--- src/lbm_pkg.sv ---
// lbm_pkg: constants for the leaky bucket activity monitor
// assumes: registers are written through a simple byte-wide register port
package lbm_pkg;
   localparam logic [7:0] LBM_ADDR_SET_LIMIT   = 8'h50;
   localparam logic [7:0] LBM_ADDR_CLEAR_LIMIT = 8'h51;
   localparam logic [7:0] LBM_ADDR_MAX_LIMIT   = 8'h52;
   localparam logic [7:0] LBM_ADDR_LEAK_RATE   = 8'h53;
   localparam logic [7:0] LBM_ADDR_STATUS      = 8'h54;
   localparam logic [7:0] LBM_RST_SET_LIMIT    = 8'h06;
   localparam logic [7:0] LBM_RST_CLEAR_LIMIT  = 8'h00;
   localparam logic [7:0] LBM_RST_MAX_LIMIT    = 8'h08;
   localparam logic [1:0] LBM_RST_LEAK_RATE    = 2'h1;
   localparam int         LBM_LEAK_LSB         = 0;
   localparam int         LBM_STAT_ALARM_BIT   = 0;
   localparam int         LBM_CYCLE_MS         = 128;
   localparam int         LBM_CLK_KHZ          = 125000;
   localparam int         LBM_CYCLE_CLKS       = LBM_CYCLE_MS * LBM_CLK_KHZ;
endpackage

--- src/lbm_leak_timer.sv ---
// lbm_leak_timer: counts clean cycles and pulses when a leak period completes
// assumes: cycle_tick is a one-clock enable from the timebase
`timescale 1ns/1ps
module lbm_leak_timer
   import lbm_pkg::*;
(
   input  wire logic       core_clk,
   input  wire logic       rst_n,
   input  wire logic       cycle_tick,
   input  wire logic       bad_cycle,
   input  wire logic [1:0] leak_rate,
   output logic            leak_pulse
);
   logic [2:0] clean_q;
   logic [2:0] period_m1;

   // code n gives a period of 2^n cycles
   always_comb begin
      case (leak_rate)
         2'h0:    period_m1 = 3'h0;
         2'h1:    period_m1 = 3'h1;
         2'h2:    period_m1 = 3'h3;
         default: period_m1 = 3'h7;
      endcase
   end

   // any bad cycle restarts the run of clean cycles
   always_ff @(posedge core_clk or negedge rst_n) begin
      if (!rst_n) begin
         clean_q <= 3'h0;
      end else if (cycle_tick) begin
         if (bad_cycle || clean_q >= period_m1) begin
            clean_q <= 3'h0;
         end else begin
            clean_q <= clean_q + 3'h1;
         end
      end
   end

   assign leak_pulse = cycle_tick && !bad_cycle && (clean_q >= period_m1);
endmodule

--- src/lbm_monitor.sv ---
// lbm_monitor: leaky bucket accumulator with inactivity alarm hysteresis
// assumes: fail_raw comes from the activity detector, possibly another domain;
// the 128 ms tick is generated here from core_clk
//
// Overview of operation
// once every 128 ms cycle the count goes up by one if that cycle saw a failed or erratic input.
// the count goes down by one after each run of 1, 2, 4 or 8 clean cycles chosen by the leak rate.
// when the count falls to the clear limit the inactivity alarm is cleared.
// a bad cycle never leaves the count above the max limit, which resets to eight: increments at it are dropped and a higher count is clamped to it.
// the clear limit is an eight bit read/write register at address 51 hex.
// when the count reaches the set limit, which resets to six, the alarm is raised.
// leak rate codes 00 to 11 give one decrement per 128, 256, 512 or 1024 ms, resetting to 01.
// between the limits the alarm holds, and the count never goes below zero.
`timescale 1ns/1ps
module lbm_monitor
   import lbm_pkg::*;
#(
   parameter int CYCLE_CLKS = LBM_CYCLE_CLKS
)
(
   input  wire logic       core_clk,
   input  wire logic       rst_n,
   input  wire logic       fail_raw,
   input  wire logic       reg_wr,
   input  wire logic       reg_rd,
   input  wire logic [7:0] reg_addr,
   input  wire logic [7:0] reg_wdata,
   output logic      [7:0] reg_rdata,
   output logic      [7:0] bucket_count,
   output logic            alarm,
   output logic            cycle_tick
);
   // a cycle shorter than two clocks would leave the tick stuck high
   if (CYCLE_CLKS < 2) begin : g_cycle_check
      $error("CYCLE_CLKS must be at least 2");
   end

   logic [31:0] tick_cnt_q;
   logic        fail_s1_q;
   logic        fail_s2_q;
   logic        bad_seen_q;
   logic [7:0]  set_limit_q;
   logic [7:0]  clear_limit_q;
   logic [7:0]  max_limit_q;
   logic [1:0]  leak_rate_q;
   logic [7:0]  count_q;
   logic [7:0]  count_d;
   logic        alarm_q;
   logic        bad_cycle;
   logic        leak_pulse;

   ////////////////////////////////////////////////////////////////////////
   // timebase and fail capture
   always_ff @(posedge core_clk or negedge rst_n) begin
      if (!rst_n) begin
         tick_cnt_q <= 32'h0;
      end else if (tick_cnt_q == 32'(CYCLE_CLKS - 1)) begin
         tick_cnt_q <= 32'h0;
      end else begin
         tick_cnt_q <= tick_cnt_q + 32'h1;
      end
   end
   assign cycle_tick = (tick_cnt_q == 32'(CYCLE_CLKS - 1));

   always_ff @(posedge core_clk or negedge rst_n) begin
      if (!rst_n) begin
         fail_s1_q <= 1'b0;
         fail_s2_q <= 1'b0;
      end else begin
         fail_s1_q <= fail_raw;
         fail_s2_q <= fail_s1_q;
      end
   end

   // a failure anywhere in the cycle marks the whole cycle bad
   always_ff @(posedge core_clk or negedge rst_n) begin
      if (!rst_n) begin
         bad_seen_q <= 1'b0;
      end else if (cycle_tick) begin
         bad_seen_q <= 1'b0;
      end else if (fail_s2_q) begin
         bad_seen_q <= 1'b1;
      end
   end
   assign bad_cycle = bad_seen_q || fail_s2_q;

   ////////////////////////////////////////////////////////////////////////
   // registers
   always_ff @(posedge core_clk or negedge rst_n) begin
      if (!rst_n) begin
         set_limit_q   <= LBM_RST_SET_LIMIT;
         clear_limit_q <= LBM_RST_CLEAR_LIMIT;
         max_limit_q   <= LBM_RST_MAX_LIMIT;
         leak_rate_q   <= LBM_RST_LEAK_RATE;
      end else if (reg_wr) begin
         case (reg_addr)
            LBM_ADDR_SET_LIMIT:   set_limit_q   <= reg_wdata;
            LBM_ADDR_CLEAR_LIMIT: clear_limit_q <= reg_wdata;
            LBM_ADDR_MAX_LIMIT:   max_limit_q   <= reg_wdata;
            LBM_ADDR_LEAK_RATE:   leak_rate_q   <= reg_wdata[LBM_LEAK_LSB +: 2];
            default: ;
         endcase
      end
   end

   always_ff @(posedge core_clk or negedge rst_n) begin
      if (!rst_n) begin
         reg_rdata <= 8'h00;
      end else if (reg_rd) begin
         case (reg_addr)
            LBM_ADDR_SET_LIMIT:   reg_rdata <= set_limit_q;
            LBM_ADDR_CLEAR_LIMIT: reg_rdata <= clear_limit_q;
            LBM_ADDR_MAX_LIMIT:   reg_rdata <= max_limit_q;
            LBM_ADDR_LEAK_RATE:   reg_rdata <= {6'h00, leak_rate_q};
            LBM_ADDR_STATUS:      reg_rdata <= {7'h00, alarm_q};
            default:              reg_rdata <= 8'h00;
         endcase
      end
   end

   ////////////////////////////////////////////////////////////////////////
   // accumulator and alarm
   lbm_leak_timer u_leak (
      .core_clk   (core_clk),
      .rst_n      (rst_n),
      .cycle_tick (cycle_tick),
      .bad_cycle  (bad_cycle),
      .leak_rate  (leak_rate_q),
      .leak_pulse (leak_pulse)
   );

   always_comb begin
      count_d = count_q;
      if (cycle_tick && bad_cycle) begin
         if (count_q < max_limit_q) begin
            count_d = count_q + 8'h01;
         end else begin
            count_d = max_limit_q;
         end
      end else if (leak_pulse && count_q != 8'h00) begin
         count_d = count_q - 8'h01;
      end
   end

   always_ff @(posedge core_clk or negedge rst_n) begin
      if (!rst_n) begin
         count_q <= 8'h00;
      end else begin
         count_q <= count_d;
      end
   end

   // set is checked first so a set limit at or below the clear limit still alarms
   always_ff @(posedge core_clk or negedge rst_n) begin
      if (!rst_n) begin
         alarm_q <= 1'b0;
      end else if (count_d != count_q) begin
         if (count_d >= set_limit_q) begin
            alarm_q <= 1'b1;
         end else if (count_d <= clear_limit_q) begin
            alarm_q <= 1'b0;
         end
      end
   end

   assign bucket_count = count_q;
   assign alarm        = alarm_q;
endmodule

--- config.mk ---
export PLATFORM = sky130hd
export DESIGN_NAME = lbm_monitor
export DESIGN_NICKNAME = d
export VERILOG_FILES = /design/src/lbm_pkg.sv /design/src/lbm_leak_timer.sv /design/src/lbm_monitor.sv
export SDC_FILE = /design/constraint.sdc
export NUM_CORES = 1
export LEC_CHECK = 0
export ABC_CLOCK_PERIOD_IN_PS = 4500
export BUFFER_PORTS_ARGS = -buffer_cell sky130_fd_sc_hd__buf_2
export CAP_MARGIN = 25
export CORE_ASPECT_RATIO = 0.75
export CORE_MARGIN = 2
export CORE_UTILIZATION = 54
export CTS_BUF_LIST = sky130_fd_sc_hd__clkbuf_4 sky130_fd_sc_hd__clkbuf_8 sky130_fd_sc_hd__clkbuf_16
export CTS_CLUSTER_DIAMETER = 40
export CTS_CLUSTER_SIZE = 30
export DETAILED_ROUTE_END_ITERATION = 10
export PLACE_DENSITY = 0.73
export SETUP_SLACK_MARGIN = 0.4
export SYNTH_ARGS = -nofsm -noshare
export SYNTH_HDL_FRONTEND = slang
export SYNTH_HIERARCHICAL = 1
export SYNTH_SLANG_ARGS = --single-unit
--- constraint.sdc ---
create_clock -name core_clk -period 4.5 [get_ports core_clk]
set_input_delay 0.45 -clock core_clk [delete_from_list [all_inputs] [get_ports core_clk]]
set_output_delay 0.45 -clock core_clk [all_outputs]
set_load 0.01 [all_outputs]
==> results of run 1 <==
## worst reg2reg max path, delay by kind of cell (launching register included)
kind,cells,cell delay [ns]
AOI/OAI and AO/OA,8,1.49
and+or+nand+nor,8,1.15
adders and majority gates,2,0.62
DFF,1,0.41
buffers and inverters,1,0.17
## synthesized netlist by cell type (11+ instances only)
master / number
nand3_1: 24
nand4_1: 11
nand2_1: 55
nor2_1: 33
xnor2_1: 11
o21ai_0: 45
ha_1: 30
xor2_1: 25
inv_1: 38
nor3_1: 11
dfrtp_1: 77
and3_1: 16
a21oi_1: 15
## path summary, 6_finish.rpt
kind                            cells past startpoint            from        endpoint
worst max-delay path                               19  leak_rate_q[1]           alarm
worst min-delay path                                1           rst_n  tick_cnt_q[17]
worst max register to register                     19  leak_rate_q[1]           alarm
worst min register to register                      0       fail_s1_q       fail_s2_q
max in group asynchronous                           2           rst_n  set_limit_q[1]
min in group core_clk                               1        fail_raw       fail_s1_q
## registers in the layout, summed over array words and instances (netlist names)
name,count
reg_rdata,8
fail_s1_q,1
tick_cnt_q,32
alarm,1
leak_rate_q,2
max_limit_q,8
bucket_count,8
set_limit_q,8
clear_limit_q,8
u_leak/clean_q,3
bad_seen_q,1
fail_s2_q,1
## where the power goes
group	internal [mW]	leakage, nW	total (mW)	switching [mW]
Clock	0.559	0.169	0.855	0.296
Combinational	0.0389	1.52	0.101	0.0620
Sequential	0.750	1.01	0.766	0.0160
## per-layer routing
metal,routed length [um],vias up
li1,-,1842
met1,5370,1836
met2,4950,142
met3,869,16
met4,124,0
met5,0,-
## kinds of logic (layout without fill, tap and decap cells)
group / count (synthesis) / in the layout
AO/OA/AOI/OAI: 98 / 98
buffers and inverters: 53 / 104
adder cells (fa/ha/maj): 30 / 30
AND/OR/NAND/NOR: 186 / 186
XOR/XNOR: 36 / 36
multiplexers: 15 / 15
flip-flops: 81 / 81
## area by class of cell
class,instances,share of cell area [%]
repair buffers,50,5.54
inverters,38,2.61
multi-input cells,365,45.7
clock buffers,10,4.38
flip-flops and latches,81,37.2
clock inverters,6,2.11
well taps,108,2.47
## stage by stage
stage	utilization, %	hold WS (ns)	worst slack (ns)	power, mW
final	64.6	0.0685	0.543	1.72
after global routing	64.6	0.0999	0.396	1.79
after CTS	63.1	0.206	0.412	1.74
after detailed placement	58.9	0.359	0.435	0.872
after global placement	58.9	0.348	0.540	0.869
after floorplan	-	0.154	0.413	0.823
## what timing repair did
action                                  CTS  global route
endpoints found under the setup margin    0             1
resized for setup                         0            12
setup buffers                             0             6
endpoints found under the hold margin     0             0
==> results summary, run 1 <==
The flow ran to the end, and the final reports show no timing, DRC or antenna violations. The critical path goes through or2_2, ha_1, nor2b_1, o21ai_1, and3_4, o41ai_1, nor3_1, buf_4, nand2b_2, nor2_1, nor3_1, a211oi_1, ha_1, o2111ai_1, o21ai_0, a211o_1, o21ai_0, nor3_1, a21o_1. Dividing total power by cell area gives a power density of 315 nW/um^2.

The cell that appears most often on the critical path is nor3_1. The distinct cell type count after synthesis came out at 58. The finished cells cover 5460 um^2. The number of enable flip-flop cells after synthesis is 0. Dividing the detail-routed wire length by the instance count gives 17.2 um. The total overflow reported by the global router came out at 0. The combined flip-flop and latch cell area came out at 2030 um^2. In the layout the commonest cells are 77 x dfrtp_1, 54 x nand2_1, 43 x o21ai_0, 38 x inv_1, 37 x buf_2. The number of warnings issued by yosys came out at 6. The fraction of registers with async set or reset after synthesis is 100%. The synthesized netlist devotes 6.73% of its cell area to XOR and XNOR gates. The ratio of final minimum period to clock period is 87.9%. After detailed routing, the total wire length is 11300 um. The biggest fanout along the worst timing path is 5. The sum of negative setup slack is 0 ns. The global router's overall resource usage came out at 25.2%. After global routing, the most crowded layer is met1. The TritonCTS sink count is 81. The register-to-register path setup slack came out at 0.54 ns.

Counting both buffers and inverters, the worst setup path holds a total of 1. 39 I/O pins were placed. The number of standard cells after synthesis came out at 499. The number of detailed-route iterations in the first pass came out at 4. The number of clock buffers inserted by TritonCTS is 9. After detailed routing, the number of vias per cell comes to 5.83. The main flop type after synthesis is dfrtp_1.

The synthesis-to-layout area growth came out at 16.6%. Among all stages on the critical path, the largest delay is contributed by a211oi_1. Routability-driven placement finished with a final weighted congestion of 1.03. The multiplexer fraction of the synthesized cell area came out at 3.66%. The number of antenna violations at the first check in global routing is 0.

The die span in y came out at 84.7 um. From left edge to right edge, the die measures 112 um. The global-route track usage on met3 is 6.50%. The number of antenna diodes is 0. The number of nets produced by synthesis came out at 550. The number of placed instances, taps included came out at 635. The detailed router finished its first iteration with 264 violations.

The family with the most delay on the worst path is compound AO/OA/AOI/OAI gates. The number of nets at the end of the flow came out at 596. The proportion of layout cells with a drive suffix above 1 came out at 19.1%. The sequential-to-total area share from yosys stat is 43.4%. The count of antenna-violating nets left after detailed routing came out at 0. The clock period minus final worst setup slack came out at 3.96 ns. The first-pass GRT wire length is 18900 um. Data arrives at the worst endpoint at 4.19 ns. Setup repair after global routing left no endpoint under its margin. The number of buffers inserted by hold repair at cts is 0. The root buffer cell chosen for the clock tree is clkbuf_16. The total DRC errors in the routed layout is 0. The critical path in this run is classified as reg -> reg. The number of max-cap violations is 0. The effective utilization at floorplan is 55.4%.

The cell area after synthesis came out at 4680 um^2. The H-tree depth is 3. Summing all placed instances gives a cell area of 4980 um^2.

The buffer depth of the longest clock path came out at 2. The synthesized netlist devotes 21.0% of its cell area to simple gates. The multi-input combinational cell area came out at 2490 um^2. The adder-cell share of the synthesized area is 8.01%. The worst setup path is launched from a flip-flop.

The actual slew at the worst max-slew pin is 0.968 ns. The min-delay analysis places its worst path in the category in -> async. The number of buffer cells added on primary ports came out at 38.

Data on the critical path is required at its endpoint by 4.73 ns. The worst setup path is captured at a flip-flop. TritonCTS built the clock tree. The via count of the first global-routing pass came to 3817.

The number of placement rows is 29. The area fraction in compound gates after synthesis is 12.7%. The clock latency reported for the late side of the worst-skew pair came out at 0.34 ns.

Each instance of the synthesized netlist takes up on average 9.39 um^2. The worst vdd rail ir drop came out at 0.284 mV. In this run, synthesis produced a sequential element count of 81. After synthesis, the largest family of logic cells by area is simple AND/OR/NAND/NOR gates. Across all layers, the routed design uses 3836 vias. The placeable core area came out at 8450 um^2. The achievable frequency came out at 253 MHz. Global routing used 37.2% of the available met1 tracks.

The floorplan step defined a die boundary enclosing 9440 um^2. The half-perimeter wire length of the detailed placement result is 8130 um. The maximum number of pins on one net before global-route repair is 82. Summed over all instances, the cell type with the most area after synthesis is dfrtp_1. The number of hold violations in the final report came out at 0.

The filler-free cell count of the finished design came out at 658. In this design, the stage delay of the slowest critical-path cell is 0.52 ns. The worst-case headroom to the max-slew limit is 35.2%. The worst clock skew is 0.00515 ns. The final-report max-slew violation count is 0. Global routing used 36.7% of the available met2 tracks. Setup violations remaining at the end of the flow were counted as 0. Yosys attributes the largest share of cell area to dfrtp_1 41%, ha_1 8.0%, o21ai_0 4.8%, xor2_1 4.7%, nand2_1 4.4%.

The number of filler cells placed in the layout is 681. The commonest non-fill, non-tap cell in the layout is dfrtp_1. For this design the static power due to leakage is 2.69 nW. The clock slew at the register clock pins of the worst setup and hold paths came out at 0.06 ns. The area share of the largest cell type after synthesis is 41.1%.
(Power assumes the default switching activity.)
==> run 2: changes to the inputs <==
--- a/config.mk
+++ b/config.mk
@@ -7,6 +7,5 @@
 export LEC_CHECK = 0
-export ABC_CLOCK_PERIOD_IN_PS = 4500
 export BUFFER_PORTS_ARGS = -buffer_cell sky130_fd_sc_hd__buf_2
 export CAP_MARGIN = 25
-export CORE_ASPECT_RATIO = 0.75
+export CORE_ASPECT_RATIO = 0.9
 export CORE_MARGIN = 2
==> constraint.sdc (replaced) <==
create_clock -name core_clk -period 4.5 [get_ports core_clk]
set_input_delay 0.225 -clock core_clk [delete_from_list [all_inputs] [get_ports core_clk]]
set_output_delay 0.225 -clock core_clk [all_outputs]
set_load 0.01 [all_outputs]
==> results summary, run 2 (same netlist as run 1, synthesis figures left out) <==
The flow ran to the end, and the final reports show no timing, DRC or antenna violations. The number of max-cap violations is 0 (unchanged). TritonCTS built the clock tree. The buffer depth of the longest clock path is 2 (unchanged).

The cell leakage power was 2.64 nW (-2.0%). The number of failing setup endpoints in the final timing report came out at 0 (unchanged). The proportion of layout cells with a drive suffix above 1 came to 18.9% (-0.18 points). The ratio of final minimum period to clock period is 86.2% (-1.7 points). The worst setup path is captured at a flip-flop.

Setup repair after global routing left no endpoint under its margin. The number of nets at the end of the flow came out at 596 (unchanged). The via count came out at 3829 (-0.18%). The clock period minus final worst setup slack came out at 3.88 ns (-0.0777 ns). The die extent in x came out at 102 um (-8.4%). The I/O pin count is 39 (unchanged). Compared with the post-synthesis result, the final layout area differs by 14.0%. The effective utilization at floorplan is 55.2% (-0.22 points). The number of vias per cell after detailed routing is 5.72 (-1.8%).

The number of antenna violations at the first check in global routing came out at 0 (unchanged). The required time of the critical path is 4.75 ns (+0.02 ns). The root buffer cell chosen for the clock tree is clkbuf_8.

The maximum number of pins on one net before global-route repair was 82 (unchanged). The total wirelength of the detailed-routed design is 10800 um (-4.4%). The worst-case headroom to the max-slew limit is 38.5% (+3.3 points). The worst min-delay path category is in -> reg. The overall die area is 9440 um^2 (about the same). The die span in y was 92.4 um (+9.1%). The final-report max-slew violation count was 0 (unchanged). The critical path in this run is classified as reg -> reg. The number of buffer cells added on primary ports is 38 (unchanged). The achievable frequency came out at 258 MHz (+2.0%).

The TritonCTS sink count is 81 (unchanged). The clock latency reported for the late side of the worst-skew pair came out at 0.35 ns (about the same). The clock slew at the register clock pins of the worst setup and hold paths is 0.09 ns (+0.03 ns). The top cell types in the final layout, fill and taps aside, are 76 x dfrtp_1, 55 x nand2_1, 41 x o21ai_0, 38 x inv_1, 37 x buf_2. The worst clock skew came out at 0.0114 ns (+0.00626 ns). The library cell used most frequently in the layout, excluding fill and tap cells, is dfrtp_1. The initial detailed-routing violation count is 192 (-27%). The biggest fanout along the worst timing path is 5 (unchanged). The number of detailed-route iterations in the first pass came out at 5 (+1). The final RePlAce weighted congestion came to 0.968 (-5.7%). The actual slew at the worst max-slew pin was 0.919 ns (-0.0490 ns). Counting instances, the worst hold path has a depth of 3. The total DRC errors in the routed layout came out at 0 (unchanged). The H-tree depth is 3 (unchanged). The worst vdd rail ir drop came out at 0.155 mV (-45%). tick_cnt_q holds more flip-flops than any other register.

The sum of negative setup slack is 0 ns (unchanged). The count of antenna-violating nets left after detailed routing is 0 (unchanged). The areal power density over the cells came to 263 nW/um^2 (-16%). The number of placement rows came to 32 (+10%).

The flip-flop count of the largest register after layout was 32 (unchanged). The data arrival time of the worst path was 4.13 ns (-0.06 ns). The via count of the first global-routing pass is 3647 (-4.5%).

The half-perimeter wire length of the detailed placement result came out at 8010 um (-1.6%). The first-pass GRT wire length was 18200 um (-3.5%). The startpoint kind of the worst setup timing path is a flip-flop. The final routed wire length divided by cell count came to 16.2 um (-6.0%). The number of antenna diodes is 0 (unchanged). The placeable core area is 8490 um^2 (+0.40%). The number of hold violations in the final report is 0 (unchanged).

The total overflow reported by the global router came out at 0 (unchanged). The worst-case reg-to-reg path depth is 17 (-2). The total power consumption of the routed design is 1.41 mW (-18%). The global router's overall resource usage is 24.6% (-0.55 points). The number of clock buffers inserted by TritonCTS came out at 9 (unchanged).
-- run 2: layer usage --
metal / vias to the layer above / GRT usage [%] / routed length [um]
met5: - / 0 / 0
met4: 0 / 6.56 / 101
met2: 127 / 35.4 / 4720
li1: 1847 / - / -
met1: 1844 / 37.0 / 5310
met3: 11 / 6.42 / 695
-- run 2: layout make-up --
cell class              count  area, um^2
fillers                   734        3150
multi-input cells         365        2510
inverters                  38         143
flip-flops and latches     81        2030
repair buffers             50         308
clock buffers              10         131
clock inverters             6        67.6
well taps                 119         149
-- run 2: through the flow --
step	hold slack [ns]	setup slack, ns	cells	instance area, um^2	utilization (%)
CTS	0.0933	0.409	662	5200	61.3
global route	0.104	0.399	669	5340	62.9
global placement	0.337	0.536	645	4990	58.8
floorplan	-0.0706	0.413	499	4690	-
finish	0.105	0.620	669	5340	62.9
detailed placement	0.334	0.391	645	4990	58.8
-- run 2: power breakdown --
group	switching (mW)	total, mW	internal [mW]
combinational	0.0611	0.0999	0.0387
clock	0.278	0.543	0.265
sequential	0.0154	0.764	0.748
-- run 2: worst max-delay path, stage by stage, from the launching register on --
cell and delay [ns]:
dfstp_2 0.59, inv_1 0.07, ha_1 0.21, or4_1 0.53, o211ai_1 0.19, buf_4 0.15
and2_1 0.14, buf_4 0.15, a21oi_1 0.07, o21ai_1 0.28, ha_1 0.31, nor2b_1 0.13
o21ai_0 0.17, nand2b_1 0.09, a21oi_1 0.18, o21ai_1 0.09, a211o_1 0.25, a21o_1 0.17
-- run 2: worst paths after layout --
check                          startpoint              to  slack [ns]
setup / recovery           max_limit_q[3]           alarm        0.62
max in group asynchronous           rst_n  max_limit_q[3]        3.52
hold reg to reg                 fail_s1_q       fail_s2_q        0.36
hold / removal               reg_wdata[3]  max_limit_q[3]        0.10
setup reg to reg           max_limit_q[3]           alarm        0.62
min in group asynchronous           rst_n  tick_cnt_q[24]        0.34
-- run 2: repair_timing --
action	in CTS	in global routing
gates resized for setup	1	15
hold buffers	1	1
pin swaps	0	9
setup buffers	0	5
hold endpoints to repair	1	27
setup endpoints to repair	1	1
==> run 3: changes to the inputs <==
REMOVE_ABC_BUFFERS = 1   (was unset)
==> results summary, run 3 (same netlist as run 1, synthesis figures left out) <==
The combined flip-flop and latch cell area is 2040 um^2 (+0.18%). The final-report max-slew violation count came out at 0 (unchanged). The run finished with clean final reports.

The number of antenna violations at the first check in global routing is 0 (unchanged). The number of nets at the end of the flow is 601 (+0.84%). The worst slack on hold paths is 0.0932 ns (-0.0115 ns).

The worst vdd rail ir drop was 0.148 mV (-4.1%). The clock latency reported for the late side of the worst-skew pair was 0.36 ns (about the same). The finished layout cell area came out at 5380 um^2 (+0.63%).

The sum of negative setup slack is 0 ns (unchanged). The number of hold violations in the final report was 0 (unchanged). The final RePlAce weighted congestion came out at 0.937 (-3.2%). The number of buffer cells added on primary ports came out at 38 (unchanged). The TritonCTS sink count is 81 (unchanged). The clock slew at the register clock pins of the worst setup and hold paths is 0.09 ns (about the same). The final design utilization was 63.3% (+0.40 points). The number of antenna diodes came out at 0 (unchanged).

The buffer depth of the longest clock path came to 2 (unchanged). The actual slew at the worst max-slew pin came out at 0.912 ns (-0.00690 ns). The proportion of layout cells with a drive suffix above 1 came out at 19.6% (+0.73 points). The number of placement rows was 32 (unchanged). The achievable frequency came out at 255 MHz (-0.95%). The startpoint kind of the worst setup timing path is a flip-flop. The required time of the critical path came out at 4.76 ns (about the same). The number of filler cells placed in the layout came out at 734 (unchanged). The data arrival time of the worst path is 4.18 ns (+0.05 ns). The final routed wire length divided by cell count came out at 16.3 um (+0.65%). The I/O pin count is 39 (unchanged). The worst clock skew came out at 0.0160 ns (+0.00457 ns). The maximum number of pins on one net before global-route repair came out at 82 (unchanged). The ratio of final minimum period to clock period came to 87.0% (+0.83 points). The die extent in x came out at 102 um (unchanged). The synthesis-to-layout area growth came out at 14.7%. The half-perimeter wire length of the detailed placement result was 7730 um (-3.5%). The number of failing setup endpoints in the final timing report came out at 0 (unchanged). The die span in y is 92.4 um (unchanged). The effective utilization at floorplan came out at 55.2% (unchanged). The number of vias per cell after detailed routing is 5.69 (-0.53%). The register-to-register path setup slack is 0.58 ns (-0.04 ns). The global router's overall resource usage was 24.5% (-0.14 points).

CTS placed an instance of clkbuf_8 at the clock tree root. The clock period minus final worst setup slack came out at 3.92 ns (+0.0373 ns). The overall die area is 9440 um^2 (unchanged). The first-pass GRT wire length came to 17800 um (-2.2%). The worst hold path stage count is 3 (unchanged).

The count of antenna-violating nets left after detailed routing is 0 (unchanged). The H-tree depth is 3 (unchanged). The total overflow reported by the global router came to 0 (unchanged). In the layout the commonest cells are 73 x dfrtp_1, 55 x nand2_1, 43 x o21ai_0, 38 x inv_1, 37 x buf_2.

The total cell area at the placement stage is 4990 um^2 (unchanged). The via count came out at 3837 (+0.21%). The placeable core area was 8490 um^2 (unchanged). The TritonCTS clock tree is done. The worst-case headroom to the max-slew limit is 38.9% (+0.46 points). The end of the worst register-to-register path is alarm.

Setup repair after global routing left no endpoint under its margin. The biggest fanout along the worst timing path came to 4 (-1). The register with the most flip-flops is tick_cnt_q. The via count of the first global-routing pass came to 3624 (-0.63%). The total wirelength of the detailed-routed design was 11000 um (+1.4%).

The areal power density over the cells came out at 263 nW/um^2 (-0.14%). The startpoint identified for the worst register-to-register timing path is tick_cnt_q[29]. The setup path with the least slack is of type reg -> reg.

The number of detailed-route iterations in the first pass came to 5 (unchanged). The worst hold path terminates at clear_limit_q[4]. The multi-input combinational cell area is 2490 um^2 (-0.65%).

STA classifies the critical path endpoint as a flip-flop. In this run the most critical hold path is launched from reg_wdata[4]. The cell leakage power is 2.64 nW (+0.14%). The number of clock buffers inserted by TritonCTS is 9 (unchanged). The initial detailed-routing violation count came to 300 (+56%). The worst-case reg-to-reg path depth is 16 (-1). The flip-flop count of the largest register after layout came to 32 (unchanged). The total DRC errors in the routed layout is 0 (unchanged). Leaving out fill and tap cells, the most frequent cell in the layout is dfrtp_1.

The number of max-cap violations is 0 (unchanged). The tightest min-delay check is of the in -> reg type.
## run 3: cell type report
type                    instances  share of cell area (%)
multi-input cells             365                    46.4
flip-flops and latches         81                    37.9
repair buffers                 55                    6.42
well taps                     119                    2.77
clock buffers                  11                    2.70
inverters                      38                    2.65
clock inverters                 5                    1.16
## run 3: repair_timing
action	in CTS	in global routing
endpoints found under the setup margin	1	1
gates resized for setup	1	13
hold buffers	1	1
setup buffers	0	10
hold endpoints to repair	1	34
pin swaps	0	9
## run 3: routing by layer
layer / global-route usage (%) / up-vias / wire [um]
met4: 7.78 / 0 / 165
li1: - / 1852 / -
met2: 35.5 / 127 / 4920
met5: 0 / - / 0
met3: 5.74 / 19 / 677
met1: 36.5 / 1839 / 5210
## run 3: worst max-delay path by stage
stage | start | end | slack, ns
2_1_floorplan | tick_cnt_q[26] | alarm | 0.11
3_3_place_gp | tick_cnt_q[26] | alarm | 0.52
3_5_place_dp | tick_cnt_q[26] | alarm | 0.34
4_1_cts | tick_cnt_q[15] | alarm | 0.41
5_1_grt | tick_cnt_q[25] | alarm | 0.34
6_report | tick_cnt_q[29] | alarm | 0.58
## run 3: worst max-delay path, stage by stage, from the launching register on
cell and delay [ns]:
dfrtp_2 0.44, nor4_4 0.34, nand4_1 0.24, nor3_2 0.20
and3_4 0.22, o41ai_1 0.10, nor3_2 0.27, a21oi_1 0.11
o32a_1 0.33, a41oi_2 0.26, ha_1 0.29, a21o_1 0.19
a21o_1 0.17, a21oi_1 0.15, o21ai_0 0.10, a211o_1 0.26
a21o_1 0.17
## run 3: through the flow
step | instances | total power [mW] | setup WS, ns
floorplan | 484 | 0.820 | 0.107
global placement | 645 | 0.867 | 0.521
detailed placement | 645 | 0.871 | 0.337
CTS | 662 | 1.42 | 0.410
global route | 674 | 1.47 | 0.338
finish | 674 | 1.41 | 0.583
## run 3: power breakdown
group	leakage (nW)	switching [mW]	internal [mW]
clock	0.0996	0.268	0.281
combinational	1.54	0.0603	0.0402
sequential	1.00	0.0157	0.748
